$ cat src/rtl/elc_map.vh
// Register offsets, field widths and reset values of the edge line controller.
`ifndef ELC_MAP_VH
`define ELC_MAP_VH

`define ELC_LINES 19
`define ELC_LINE_MSB 18
`define ELC_ADDR_W 8
`define ELC_DATA_W 32
`define ELC_PAD_W 13

`define ELC_OFF_IRQ_EN 8'h00
`define ELC_OFF_EVENT_EN 8'h04
`define ELC_OFF_RISE_SEL 8'h08
`define ELC_OFF_FALL_SEL 8'h0c
`define ELC_OFF_SOFT_TRIG 8'h10
`define ELC_OFF_PENDING 8'h14
`define ELC_OFF_LINE_LEVEL 8'h18

`define ELC_RESET_VAL 19'h00000
`define ELC_PEND_RESET 19'h00000
`define ELC_SYNC_ARM_W 3

`endif

$ cat src/rtl/elc_line_sync.v
// Two-stage line synchroniser with single-cycle rising and falling detection.
`timescale 1ns/10ps
`default_nettype none
`include "elc_map.vh"

module elc_line_sync (
	input wire clock,
	input wire rst,
	input wire [`ELC_LINE_MSB:0] line_in,
	output wire [`ELC_LINE_MSB:0] level,
	output wire [`ELC_LINE_MSB:0] rise,
	output wire [`ELC_LINE_MSB:0] fall
);

	// Edges are held off until the history stage holds a real sample, so a
	// line that is already high when reset ends gives no false rising edge.
	reg [`ELC_SYNC_ARM_W-1:0] arm;

	always @(posedge clock) begin
		if (rst) begin
			arm <= {`ELC_SYNC_ARM_W{1'b0}};
		end else begin
			arm <= {arm[`ELC_SYNC_ARM_W-2:0], 1'b1};
		end
	end

	genvar i;
	generate
		for (i = 0; i < `ELC_LINES; i = i + 1) begin : g_line
			reg meta;
			reg stab;
			reg prev;
			always @(posedge clock) begin
				if (rst) begin
					meta <= 1'b0;
					stab <= 1'b0;
					prev <= 1'b0;
				end else begin
					meta <= line_in[i]; // RL16
					stab <= meta; // RL16
					prev <= stab;
				end
			end
			assign level[i] = stab;
			assign rise[i] = arm[`ELC_SYNC_ARM_W-1] & stab & ~prev; // RL16
			assign fall[i] = arm[`ELC_SYNC_ARM_W-1] & ~stab & prev; // RL16
		end
	endgenerate

endmodule
`default_nettype wire

$ cat src/rtl/elc_trig.v
// Per-line trigger selection and routing to pending and event paths.
`timescale 1ns/10ps
`default_nettype none
`include "elc_map.vh"

module elc_trig (
	input wire [`ELC_LINE_MSB:0] rise,
	input wire [`ELC_LINE_MSB:0] fall,
	input wire [`ELC_LINE_MSB:0] rise_sel,
	input wire [`ELC_LINE_MSB:0] fall_sel,
	input wire [`ELC_LINE_MSB:0] soft_fire,
	input wire [`ELC_LINE_MSB:0] irq_en,
	input wire [`ELC_LINE_MSB:0] event_en,
	output wire [`ELC_LINE_MSB:0] pend_set,
	output wire [`ELC_LINE_MSB:0] event_fire
);

	genvar i;
	generate
		for (i = 0; i < `ELC_LINES; i = i + 1) begin : g_line
			wire hit;
			// Both selects set give detection in either direction.
			assign hit = (rise[i] & rise_sel[i]) // RL2 RL13
				| (fall[i] & fall_sel[i]) // RL3 RL13
				| soft_fire[i]; // RL4
			assign pend_set[i] = hit & irq_en[i]; // RL12 RL14
			assign event_fire[i] = hit & event_en[i]; // RL1 RL12
		end
	endgenerate

endmodule
`default_nettype wire

$ cat src/rtl/elc_top.v
// Edge line controller: registers, pending flags, interrupt and event outputs.
//
// Contract
// (RL1) Event enable bit gates each line's events.
// (RL2) Rising edge counts only when selected.
// (RL3) Falling edge counts only when selected.
// (RL4) Writing soft trigger one fires the line.
// (RL5) Writing zero withdraws soft request; readable.
// (RL6) Pending bit shows line has been triggered.
// (RL7) Pending cleared by writing one only.
// (RL8) Software keeps bits 31 to 19 zero.
// (RL9) Software uses whole word accesses only.
// (RL10) Control registers reset to zero.
// (RL11) Pending register has no defined reset content.
// (RL12) Interrupt trigger sets pending; event does not.
// (RL13) Both selects detect both edge directions.
// (RL14) Interrupt enable at 0x00 gates interrupts.
// (RL15) Lines 0-15 pins, 16-18 internal sources.
// (RL16) Lines synchronised, edges compare two samples.
`timescale 1ns/10ps
`default_nettype none
`include "elc_map.vh"

module elc_top (
	input wire clock,
	input wire rst,
	input wire [15:0] pin_line,
	input wire low_volt_line,
	input wire rtc_alarm_line,
	input wire usb_wake_line,
	input wire [`ELC_ADDR_W-1:0] addr,
	input wire [`ELC_DATA_W-1:0] wdata,
	input wire wr,
	input wire rd,
	output reg [`ELC_DATA_W-1:0] rdata,
	output reg [`ELC_LINE_MSB:0] irq_req,
	output reg [`ELC_LINE_MSB:0] event_pulse,
	output reg any_irq,
	output reg wake_event
);

	localparam SEL_IRQ_EN = 7'h01;
	localparam SEL_EVENT_EN = 7'h02;
	localparam SEL_RISE = 7'h04;
	localparam SEL_FALL = 7'h08;
	localparam SEL_SOFT = 7'h10;
	localparam SEL_PEND = 7'h20;
	localparam SEL_LEVEL = 7'h40;
	localparam SEL_NONE = 7'h00;

	// One-hot register select shared by the write and read paths.
	function [6:0] reg_select;
		input [`ELC_ADDR_W-1:0] a;
		begin
			case (a)
				`ELC_OFF_IRQ_EN: reg_select = SEL_IRQ_EN;
				`ELC_OFF_EVENT_EN: reg_select = SEL_EVENT_EN;
				`ELC_OFF_RISE_SEL: reg_select = SEL_RISE;
				`ELC_OFF_FALL_SEL: reg_select = SEL_FALL;
				`ELC_OFF_SOFT_TRIG: reg_select = SEL_SOFT;
				`ELC_OFF_PENDING: reg_select = SEL_PEND;
				`ELC_OFF_LINE_LEVEL: reg_select = SEL_LEVEL;
				default: reg_select = SEL_NONE;
			endcase
		end
	endfunction

	reg [`ELC_LINE_MSB:0] irq_en;
	reg [`ELC_LINE_MSB:0] event_en;
	reg [`ELC_LINE_MSB:0] rise_sel;
	reg [`ELC_LINE_MSB:0] fall_sel;
	reg [`ELC_LINE_MSB:0] soft_trig;
	reg [`ELC_LINE_MSB:0] pending;

	wire [`ELC_LINE_MSB:0] line_in;
	wire [`ELC_LINE_MSB:0] line_level;
	wire [`ELC_LINE_MSB:0] line_rise;
	wire [`ELC_LINE_MSB:0] line_fall;
	wire [`ELC_LINE_MSB:0] pend_set;
	wire [`ELC_LINE_MSB:0] event_fire;
	wire [`ELC_LINE_MSB:0] wr_bits;
	wire [6:0] wr_sel;
	wire [6:0] rd_sel;
	reg [`ELC_LINE_MSB:0] soft_fire;
	reg [`ELC_LINE_MSB:0] pend_clear;
	reg [`ELC_LINE_MSB:0] next_pending;
	reg [`ELC_LINE_MSB:0] next_irq_req;
	reg [`ELC_LINE_MSB:0] read_bits;

	// Internal sources occupy the top three lines.
	assign line_in = {usb_wake_line, rtc_alarm_line, low_volt_line,
		pin_line}; // RL15

	// Only the line bits are stored; upper write bits are dropped.
	assign wr_bits = wdata[`ELC_LINE_MSB:0]; // RL8
	assign wr_sel = wr ? reg_select(addr) : SEL_NONE;
	assign rd_sel = rd ? reg_select(addr) : SEL_NONE;

	elc_line_sync u_sync (
		.clock(clock),
		.rst(rst),
		.line_in(line_in),
		.level(line_level),
		.rise(line_rise),
		.fall(line_fall)
	);

	elc_trig u_trig (
		.rise(line_rise),
		.fall(line_fall),
		.rise_sel(rise_sel),
		.fall_sel(fall_sel),
		.soft_fire(soft_fire),
		.irq_en(irq_en),
		.event_en(event_en),
		.pend_set(pend_set),
		.event_fire(event_fire)
	);

	// A soft trigger fires once, when a written one meets a cleared bit.
	always @* begin
		soft_fire = {`ELC_LINES{1'b0}};
		if (wr_sel == SEL_SOFT) begin
			soft_fire = wr_bits & ~soft_trig; // RL4
		end
	end

	always @* begin
		pend_clear = {`ELC_LINES{1'b0}};
		if (wr_sel == SEL_PEND) begin
			pend_clear = wr_bits; // RL7
		end
		// A new trigger in the clearing cycle is kept.
		next_pending = (pending & ~pend_clear) | pend_set; // RL6 RL7 RL12
		next_irq_req = next_pending & irq_en; // RL14
	end

	always @(posedge clock) begin
		if (rst) begin
			irq_en <= `ELC_RESET_VAL; // RL10
			event_en <= `ELC_RESET_VAL; // RL10
			rise_sel <= `ELC_RESET_VAL; // RL10
			fall_sel <= `ELC_RESET_VAL; // RL10
			soft_trig <= `ELC_RESET_VAL; // RL10
		end else begin
			if (wr_sel == SEL_IRQ_EN) begin
				irq_en <= wr_bits; // RL14
			end
			if (wr_sel == SEL_EVENT_EN) begin
				event_en <= wr_bits; // RL1
			end
			if (wr_sel == SEL_RISE) begin
				rise_sel <= wr_bits; // RL2
			end
			if (wr_sel == SEL_FALL) begin
				fall_sel <= wr_bits; // RL3
			end
			if (wr_sel == SEL_SOFT) begin
				soft_trig <= wr_bits; // RL5
			end
		end
	end

	// Pending content after reset is not promised to software; it is
	// cleared here so that simulation starts from a known state.
	always @(posedge clock) begin
		if (rst) begin
			pending <= `ELC_PEND_RESET; // RL11
		end else begin
			pending <= next_pending; // RL6
		end
	end

	always @(posedge clock) begin
		if (rst) begin
			irq_req <= {`ELC_LINES{1'b0}};
			any_irq <= 1'b0;
			event_pulse <= {`ELC_LINES{1'b0}};
			wake_event <= 1'b0;
		end else begin
			irq_req <= next_irq_req; // RL14
			any_irq <= |next_irq_req;
			event_pulse <= event_fire; // RL1
			wake_event <= |event_fire;
		end
	end

	always @* begin
		case (rd_sel)
			SEL_IRQ_EN: read_bits = irq_en;
			SEL_EVENT_EN: read_bits = event_en;
			SEL_RISE: read_bits = rise_sel;
			SEL_FALL: read_bits = fall_sel;
			SEL_SOFT: read_bits = soft_trig; // RL5
			SEL_PEND: read_bits = pending; // RL6
			SEL_LEVEL: read_bits = line_level;
			default: read_bits = {`ELC_LINES{1'b0}};
		endcase
	end

	// Read data stand only in the cycle after the read strobe.
	always @(posedge clock) begin
		if (rst) begin
			rdata <= {`ELC_DATA_W{1'b0}};
		end else if (rd) begin
			rdata <= {{`ELC_PAD_W{1'b0}}, read_bits};
		end else begin
			rdata <= {`ELC_DATA_W{1'b0}};
		end
	end

endmodule
`default_nettype wire

$ cat config.mk
export PLATFORM = sky130hd
export DESIGN_NAME = elc_top
export DESIGN_NICKNAME = d
export VERILOG_FILES = /design/src/rtl/elc_line_sync.v /design/src/rtl/elc_trig.v /design/src/rtl/elc_top.v
export VERILOG_INCLUDE_DIRS = /design/src /design/src/rtl
export SDC_FILE = /design/constraint.sdc
export NUM_CORES = 1
export LEC_CHECK = 0
export ABC_AREA = 1
export BUFFER_PORTS_ARGS = -buffer_cell sky130_fd_sc_hd__buf_2
export CORE_ASPECT_RATIO = 1.25
export CORE_MARGIN = 3
export CORE_UTILIZATION = 40
export CTS_CLUSTER_DIAMETER = 80
export CTS_CLUSTER_SIZE = 40
export DETAILED_ROUTE_END_ITERATION = 8
export GPL_ROUTABILITY_DRIVEN = 0
export SLEW_MARGIN = 15
export SYNTH_ARGS = -nofsm -noshare
export SYNTH_HDL_FRONTEND = slang
export SYNTH_SLANG_ARGS = --single-unit
$ cat constraint.sdc
create_clock -name clock -period 1.9 [get_ports clock]
set_input_delay 0.38 -clock clock [delete_from_list [all_inputs] [get_ports clock]]
set_output_delay 0.38 -clock clock [all_outputs]
set_load 0.02 [all_outputs]
# Word level (Yosys, flattened, before mapping)
# Cells that the tools add are included.
# Widths: inputs -> output; s select.
[op_classes]
eq_ne = 19
mux = 7
bitwise_logic = 235
reduce_logical = 4
[op_table]
columns = ["op", "n"]
rows = [
  ["$and 1x1->1", 152],
  ["$pmux 19 s7", 1],
  ["$and 19x19->19", 3],
  ["$pmux 7 s7", 1],
  ["$not 1->1", 39],
  ["$mux 19", 2],
  ["$not 19->19", 2],
  ["$or 1x1->1", 38],
  ["$reduce_or 19->1", 2],
  ["$eq 8x5->1 const B", 3],
  ["$or 19x19->19", 1],
  ["$eq 8x4->1 const B", 2],
  ["$eq 7x1->1 const B", 2],
  ["$eq 7x2->1 const B", 2],
  ["$eq 7x3->1 const B", 2],
  ["$eq 7x4->1 const B", 2],
  ["$eq 7x5->1 const B", 2],
  ["$eq 7x6->1 const B", 2],
  ["$mux 7", 2],
  ["$eq 8x3->1 const B", 1],
  ["$logic_not 8->1", 1],
  ["$eq 7x7->1 const B", 1],
  ["$reduce_or 2->1", 1],
  ["$mux 1", 1],
]
[totals]
reg_bits = 246
in_bits = 63
out_inout_bits = 72
word_cells = 336

# Depth between registers and ports, before layout
# Gate-level depths: netlist of run 1.
[logic_depth]
depth_word = 10
ltp_mapped = 15
ltp_nobuf = 14

# Hierarchy
# Synthesis of run 1 repeated with hierarchy kept, for this count alone.
[hier_totals]
hier_cells = 1383
area_unflattened_um2 = 9880.7
[by_module_without_submodules]
columns = ["module", "instances", "cells_each", "area_per_inst_um2", "seq_area_each_um2"]
rows = [
  ["elc_top", 1, 946, 6998.0, 3463.3],
  ["elc_line_sync", 1, 285, 2145.8, 1201.2],
  ["elc_trig", 1, 152, 737.0, 0.0],
]

# Least setup slack after synthesis of run 1
# OpenSTA, ideal clock, no wires.
[synth_path]
path_type = "input -> register"
from = "in addr[4]"
to = "reg any_irq"
setup_ps = 128
t_arrival_ps = 1493
required_time_ps = 1772
path_slack_ps = 279
stages = 14
n_path_buf = 1
path_cell_list = "inv_1 nor2_1 nand2_2 inv_2 nand3_4 buf_6 o21ai_2 nand2_1 nand2_1 nand2_1 nor2_1 nand3_1 nor2_1 nor2_1"
[synth_via]
elab_chain_cells = 10
word_cells_on_any_way = 56
classes_between = "8 x eq/ne; 4 x mux; 42 x bitwise; 2 x reduce/logical"
[synth_lines]
columns = ["item", "line_no", "rtl"]
rows = [
  ["from (decl)", "elc_top.v:31", "input wire [`ELC_ADDR_W-1:0] addr,"],
  ["$eq 8x5->1 (tied with other cells)", "elc_top.v:55", "case (a)"],
  ["$pmux 7 s7 *", "elc_top.v:55", ""],
  ["$mux 7 *", "elc_top.v:96", "assign wr_sel = wr ? reg_select(addr) : SEL_NONE;"],
  ["$eq 7x5->1 or $eq 7x6->1 (tied branches)", "elc_top.v:123, elc_top.v:130", ""],
  ["$mux 19, on equally long branches", "elc_top.v:123, elc_top.v:130", ""],
  ["$or 1x1->1 or $not 19->19 (tied branches)", "elc_trig.v:25, elc_top.v:134", ""],
  ["$and 1x1->1 or $and 19x19->19 (tied branches)", "elc_trig.v:26, elc_top.v:134", ""],
  ["$or 19x19->19 *", "elc_top.v:134", "next_pending = (pending & ~pend_clear) | pend_set;"],
  ["$and 19x19->19 *", "elc_top.v:135", "next_irq_req = next_pending & irq_en;"],
  ["$reduce_or 19->1 *", "elc_top.v:182", "any_irq <= |next_irq_req;"],
  ["to (signal assigned)", "elc_top.v:182", ""],
  ["to (decl)", "elc_top.v:38", "output reg any_irq,"],
]
# Every way passes the cells marked *; elsewhere a longest branch is shown, timed or not.
# A chain may end at the register's enable or synchronous reset.

# Final worst setup path of run 1
[layout_path]
from = "in addr[4]"
to = "reg wake_event"
[layout_via]
elab_chain_cells = 8
word_cells_on_any_way = 50
classes_between = "7 x eq/ne; 3 x mux; 38 x bitwise; 2 x reduce/logical"
[layout_lines]
columns = ["item", "line_no", "rtl"]
rows = [
  ["$eq 8x5->1 (tied with other cells)", "elc_top.v:55", ""],
  ["$pmux 7 s7 *", "elc_top.v:55", ""],
  ["$mux 7 *", "elc_top.v:96", ""],
  ["$eq 7x5->1 *", "elc_top.v:123", "if (wr_sel == SEL_SOFT) begin"],
  ["$mux 19 *", "elc_top.v:123", ""],
  ["$or 1x1->1", "elc_trig.v:25", "| soft_fire[i];"],
  ["$and 1x1->1", "elc_trig.v:27", "assign event_fire[i] = hit & event_en[i];"],
  ["$reduce_or 19->1 *", "elc_top.v:184", "wake_event <= |event_fire;"],
  ["to (signal assigned)", "elc_top.v:184", ""],
  ["to (decl)", "elc_top.v:39", "output reg wake_event"],
]
# Marked as above.

==> impl_metrics.tcl, run 1 <==
set metrics [dict create \
    grt_use_total 0.210 \
    worst_ep_arrival_time_ns 1.93 \
    h-tree-depth 1 \
    period_share 0.819 \
    status "finished, final reports clean" \
    num_vias 8060 \
    fin_ws_ns 0.345 \
    ant_nets 0 \
    root_buffer "clkbuf_16" \
    postPlaceCellArea_um2 10500 \
    fmax_ghz 0.643 \
    max_stage_delay_ns 0.29 \
    synth_edf_count 0 \
    synthCells 1163 \
    maxCapViolations 0 \
    ys_types 35 \
    finClkSkew_ns 0.0491 \
    worstPathCellList "buf_2, inv_1, nor2_1, nand2_2, nor2_4, nand2_2, inv_1, nand2_1, nand2_1, nand2_1, nand4_1, or2_2, nor2_1, nor2_1" \
    r2r_cells 8 \
    fin_setup_tns_ns 0 \
    drv_slew 0 \
    synth_area_leaders "dfxtp_1 (52%), a21oi_1 (7.7%), nand2_1 (6.9%)" \
    clk_latency_ns 0.51 \
    insertedDiodeCount 0 \
    synth_top_area_share 0.518 \
    peakVddDrop_mv 0.578 \
    setup_violations 0 \
    p_clk_frac 0.359 \
    seq_area_um2 4660 \
    crit_fanout 11 \
    dr.pass1.iters 6 \
    final_core_util 0.499 \
    p_seq_frac 0.594 \
    wire_per_inst_um 16.3 \
    power.internal_mw 6.38 \
    grt_pass1_wl_um 41100 \
    synthTopCellsByCount "dfxtp_1 (233), nand2_1 (165), inv_1 (147)" \
    worstSetupPathType "input port to flip-flop" \
    yosysSeqAreaShare 0.518 \
    clock_sinks 233 \
    drt_iter0_markers 662 \
    fillers 2161 \
    cts_tree "done" \
    num_io_pins 135 \
    worst_path_max_delay_cell "or2_2" \
    synth_seq_cells 233 \
    drive_above_1_share 0.197 \
    via_per_inst 4.99 \
    clkTransAtPathRegs_ns 0.14 \
    synth.avg_cell_area_um2 7.74 \
    die_h_um 174 \
    multi_input_area_um2 3460 \
    yosysTopAreaCell "dfxtp_1" \
    dp_hpwl_um 18500 \
    drc 0 \
    grt_max_degree 50 \
    fin_hold_ws_ns 0.0590 \
    start_kind "input port" \
    final_cells 1616 \
    synthFlopType "dfxtp_1" \
    numCtsBuffers 11 \
    final_area_um2 10900 \
    reg2reg_slack_ns 0.39 \
    cts_resized 0 \
    r2r-start "u_sync.arm[2]" \
    rsz0062_at_grt "no" \
    yosysMostFrequentCell "dfxtp_1" \
    min_path_type "input port to flip-flop" \
    hold_buffers 0 \
    initial_core_util 0.412 \
    total_power_mw 8.35 \
    antenna_found_initial 0 \
    min_path_cells 3 \
    crit_required_ns 2.28 \
    crit_path_start "addr[4]" \
    final_nets 1396 \
    area_growth_pct 21.0 \
    min_period_ns 1.56 \
    port_buffers 108 \
    fp.coreArea_um2 21800 \
    switching_share 0.236 \
    end_kind "flip-flop" \
    dieArea_um2 24400 \
    rr_endpoint "wake_event" \
    num_rows 60 \
    clockBufferDepth 3 \
    endpoint "wake_event" \
    drt-total-wl_um 26400 \
    syn-cell-area_um2 9010 \
    placedCellCount 1599 \
    grt_overflow 0 \
    hold_viol_final 0 \
    p_leak_nw 4.71 \
    async_flop_share 0 \
    pwr-share-comb 0.047 \
    place_ws_ns -0.187 \
    synth_warnings 0 \
    p_sw_mw 1.97 \
    grt_pass1_vias 7494 \
    powerDensity_nw_per_um2 767 \
    die_w_um 140 \
    postCtsSetupRepairBufs 0 \
]
critical path: cells and delay by family:
family / cells / cell delay (ns)
AND/OR/NAND/NOR: 11 / 1.29
buffers and inverters: 3 / 0.25
state kept, by name (all words and copies together), names as in the netlist:
signal / flops
event_en: 19
pending: 19
event_pulse: 19
any_irq: 1
rdata: 19
fall_sel: 19
u_sync.g_line.meta: 19
rise_sel: 19
u_sync.g_line.stab: 19
irq_en: 19
irq_req: 19
soft_trig: 19
wake_event: 1
u_sync.g_line.prev: 19
u_sync.arm: 3
cell usage in the layout (no fill, tap or decap), types with 2 or more instances in the layout:
master and instances:
a21oi_1 139, a221oi_1 23, a31oi_1 10, buf_12 8, buf_2 107, buf_4 103
clkbuf_16 11, clkinv_1 4, conb_1 13, dfxtp_1 233, inv_1 147, inv_2 3
inv_8 2, nand2_1 165, nand2_2 3, nand3_1 35, nand3b_1 2, nand4_1 4
nor2_1 146, nor2_4 2, nor3_1 2, nor3_2 3, o21ai_0 107, o21ai_1 5
o21ai_2 8, o21bai_1 16, o22ai_1 19, or2_2 5
power by group through the flow:
stage	clock, mW	combinational [mW]	sequential (mW)
4_1_cts	3.09	0.390	4.96
3_5_place_dp	0	0.389	5.07
6_report	3.00	0.389	4.96
2_1_floorplan	0	0.240	5.06
5_1_grt	3.25	0.434	4.97
3_3_place_gp	0	0.386	5.07
area by class of cell:
| class | instances | area share |
|---|---|---|
| clock buffers | 12 | 0.0265 |
| repair buffers | 218 | 0.135 |
| clock inverters | 5 | 0.00815 |
| flip-flops and latches | 233 | 0.428 |
| well taps | 279 | 0.0320 |
| inverters | 154 | 0.0530 |
| multi-input cells | 715 | 0.317 |
worst min path at each step:
stage	start	end
2_1_floorplan	u_sync.arm[0]	u_sync.arm[1]
4_1_cts	pin_line[15]	u_sync.g_line[15].meta
6_report	low_volt_line	u_sync.g_line[16].meta
3_5_place_dp	u_sync.g_line[12].meta	u_sync.g_line[12].stab
3_3_place_gp	u_sync.g_line[14].meta	u_sync.g_line[14].stab
5_1_grt	pin_line[13]	u_sync.g_line[13].meta
metal layers:
layer / global-route usage / vias up / part of all wire
li1: - / 4093 / -
met2: 0.358 / 260 / 0.48
met5: 0 / - / 0
met3: 0.0315 / 47 / 0.063
met1: 0.275 / 3660 / 0.43
met4: 0.0646 / 0 / 0.028
cells by family (layout without fill, tap and decap cells):
logic type             count (synthesis)  in the layout  synth area share
AOI/OAI and AO/OA                    332            332             0.209
other                                  1             13          0.000416
DFF                                  233            233             0.518
and+or+nand+nor                      370            370             0.168
buffers and inverters                227            389             0.105
(Power assumes the default switching activity.)
==> run 2, diff against run 1 <==
==> constraint.sdc (replaced) <==
create_clock -name clock -period 1.27 [get_ports clock]
set_input_delay 0.254 -clock clock [delete_from_list [all_inputs] [get_ports clock]]
set_output_delay 0.254 -clock clock [all_outputs]
set_load 0.02 [all_outputs]
==> impl_metrics.tcl, run 2 (same netlist as run 1, synthesis figures left out) <==
set metrics [dict create \
    crit_required_ns 1.67 \
    power.internal_mw 9.53 \
    place_ws_ns -0.696 \
    numCtsBuffers 11 \
    dp_hpwl_um 20300 \
    ant_nets 0 \
    total_power_mw 12.7 \
    postPlaceCellArea_um2 11500 \
    worst_ep_arrival_time_ns 1.93 \
    insertedDiodeCount 0 \
    rsz0062_at_grt "yes" \
    clock_sinks 233 \
    multi_input_area_um2 4340 \
    grt_overflow 0 \
    p_seq_frac 0.585 \
    failed_checks "setup timing" \
    min_path_type "input port to flip-flop" \
    cts_tree "done" \
    wire_per_inst_um 18.3 \
    antenna_found_initial 0 \
    dr.pass1.iters 7 \
    dieArea_um2 24400 \
    port_buffers 108 \
    p_leak_nw 6.01 \
    num_io_pins 135 \
    clk_latency_ns 0.50 \
    hold_viol_final 0 \
    die_h_um 174 \
    final_common_cell "buf_4" \
    pwr-share-comb 0.071 \
    switching_share 0.250 \
    h-tree-depth 1 \
    drv_slew 0 \
    fp.coreArea_um2 21800 \
    die_w_um 140 \
    powerDensity_nw_per_um2 927 \
    start_kind "flip-flop" \
    peakVddDrop_mv 1.04 \
    root_buffer "clkbuf_16" \
    num_rows 60 \
    final_cell_mix "buf_4 (207), dfxtp_1 (196), inv_1 (131), a21oi_1 (130), nor2_1 (125)" \
    finClkSkew_ns 0.0328 \
    clkTransAtPathRegs_ns 0.13 \
    p_clk_frac 0.344 \
    grt_use_total 0.235 \
    grt_pass1_vias 8629 \
    fin_ws_ns -0.261 \
    fmax_ghz 0.653 \
    seq_area_um2 4710 \
    grt_pass1_wl_um 46100 \
    status "finished with violations" \
    min_period_ns 1.53 \
    end_kind "flip-flop" \
    grt_max_degree 62 \
    num_vias 9284 \
    drc 0 \
    fin_hold_ws_ns 0.0155 \
    worstSetupPathType "flip-flop to flip-flop" \
    drt_iter0_markers 817 \
    final_nets 1567 \
    final_core_util 0.627 \
    crit_fanout 7 \
    drive_above_1_share 0.421 \
    reg2reg_slack_ns -0.26 \
    setup_violations 14 \
    clockBufferDepth 3 \
    period_share 1.21 \
    final_area_um2 13700 \
    initial_core_util 0.412 \
    p_sw_mw 3.18 \
    drt-total-wl_um 32600 \
    area_growth_pct 52.2 \
    fillers 1855 \
    maxCapViolations 0 \
    via_per_inst 5.20 \
]
## run 2: cell types whose count changed in the layout (fill, tap and decap cells not counted), moves of 17 or more
cell and delta:
buf_2 -22, buf_4 +104, buf_6 +47, dfxtp_1 -37, dfxtp_2 +36, dlygate4sd3_1 +20
nand2_1 -64, nand2_2 +46, nand2_4 +17, nand3_1 -25, nor2_1 -21, o21ai_0 -39
o21ai_1 +20, o21ai_2 +18
## run 2: worst max-delay path, cell delays in order (launching register included)
cell and delay (ns):
dfxtp_4 0.41, buf_8 0.16, nand3_2 0.12, nand2_2 0.09, nand2_2 0.09, nand2_1 0.08
nand2_2 0.12, nand2_1 0.06, nor2_1 0.08, nand3_1 0.09, nor2_1 0.10, nor2_1 0.04
## run 2: power by group through the flow
stage | Combinational, mW | Sequential (mW) | Clock, mW
4_1_cts | 0.826 | 7.43 | 4.47
3_5_place_dp | 0.745 | 7.59 | 0
6_report | 0.904 | 7.44 | 4.37
5_1_grt | 0.979 | 7.45 | 4.70
3_3_place_gp | 0.741 | 7.59 | 0
2_1_floorplan | 0.377 | 7.58 | 0
## run 2: layout make-up
cell class	count	share of cell area
Clock buffer	12	0.0204
Clock inverter	5	0.00639
Inverter	154	0.0437
Multi-Input combinational cell	715	0.316
Sequential cell	233	0.344
Tap cell	279	0.0255
Timing Repair Buffer	389	0.244
## run 2: timing repair
item	4_1_cts	5_1_grt
buffers inserted	17	25
gates cloned	1	10
endpoints found under the hold margin	20	0
gates resized for setup	117	262
pin swaps	25	65
endpoints found under the setup margin	49	137
hold buffers	20	0
## run 2: layer usage
metal	global-route usage	part of all wire	vias up
met4	0.0973	0.052	0
met2	0.382	0.47	451
li1	-	-	4437
met1	0.316	0.40	4287
met3	0.0309	0.082	109
met5	0	0	-
## run 2: through the flow
| step | std cells | TNS (ns) |
|---|---|---|
| after detailed placement | 1708 | -69.63 |
| after floorplan | 1175 | -0.472 |
| after global placement | 1708 | -65.62 |
| after CTS | 1761 | -1.10 |
| final | 1787 | -1.29 |
| after global routing | 1787 | -4.12 |
## run 2: final timing paths
check	from	end	cells past startpoint
setup reg to reg	u_sync.arm[2]	any_irq	11
hold reg to reg	u_sync.g_line[14].meta	u_sync.g_line[14].stab	2
hold / removal	wdata[1]	soft_trig[1]	3
setup / recovery	u_sync.arm[2]	any_irq	11
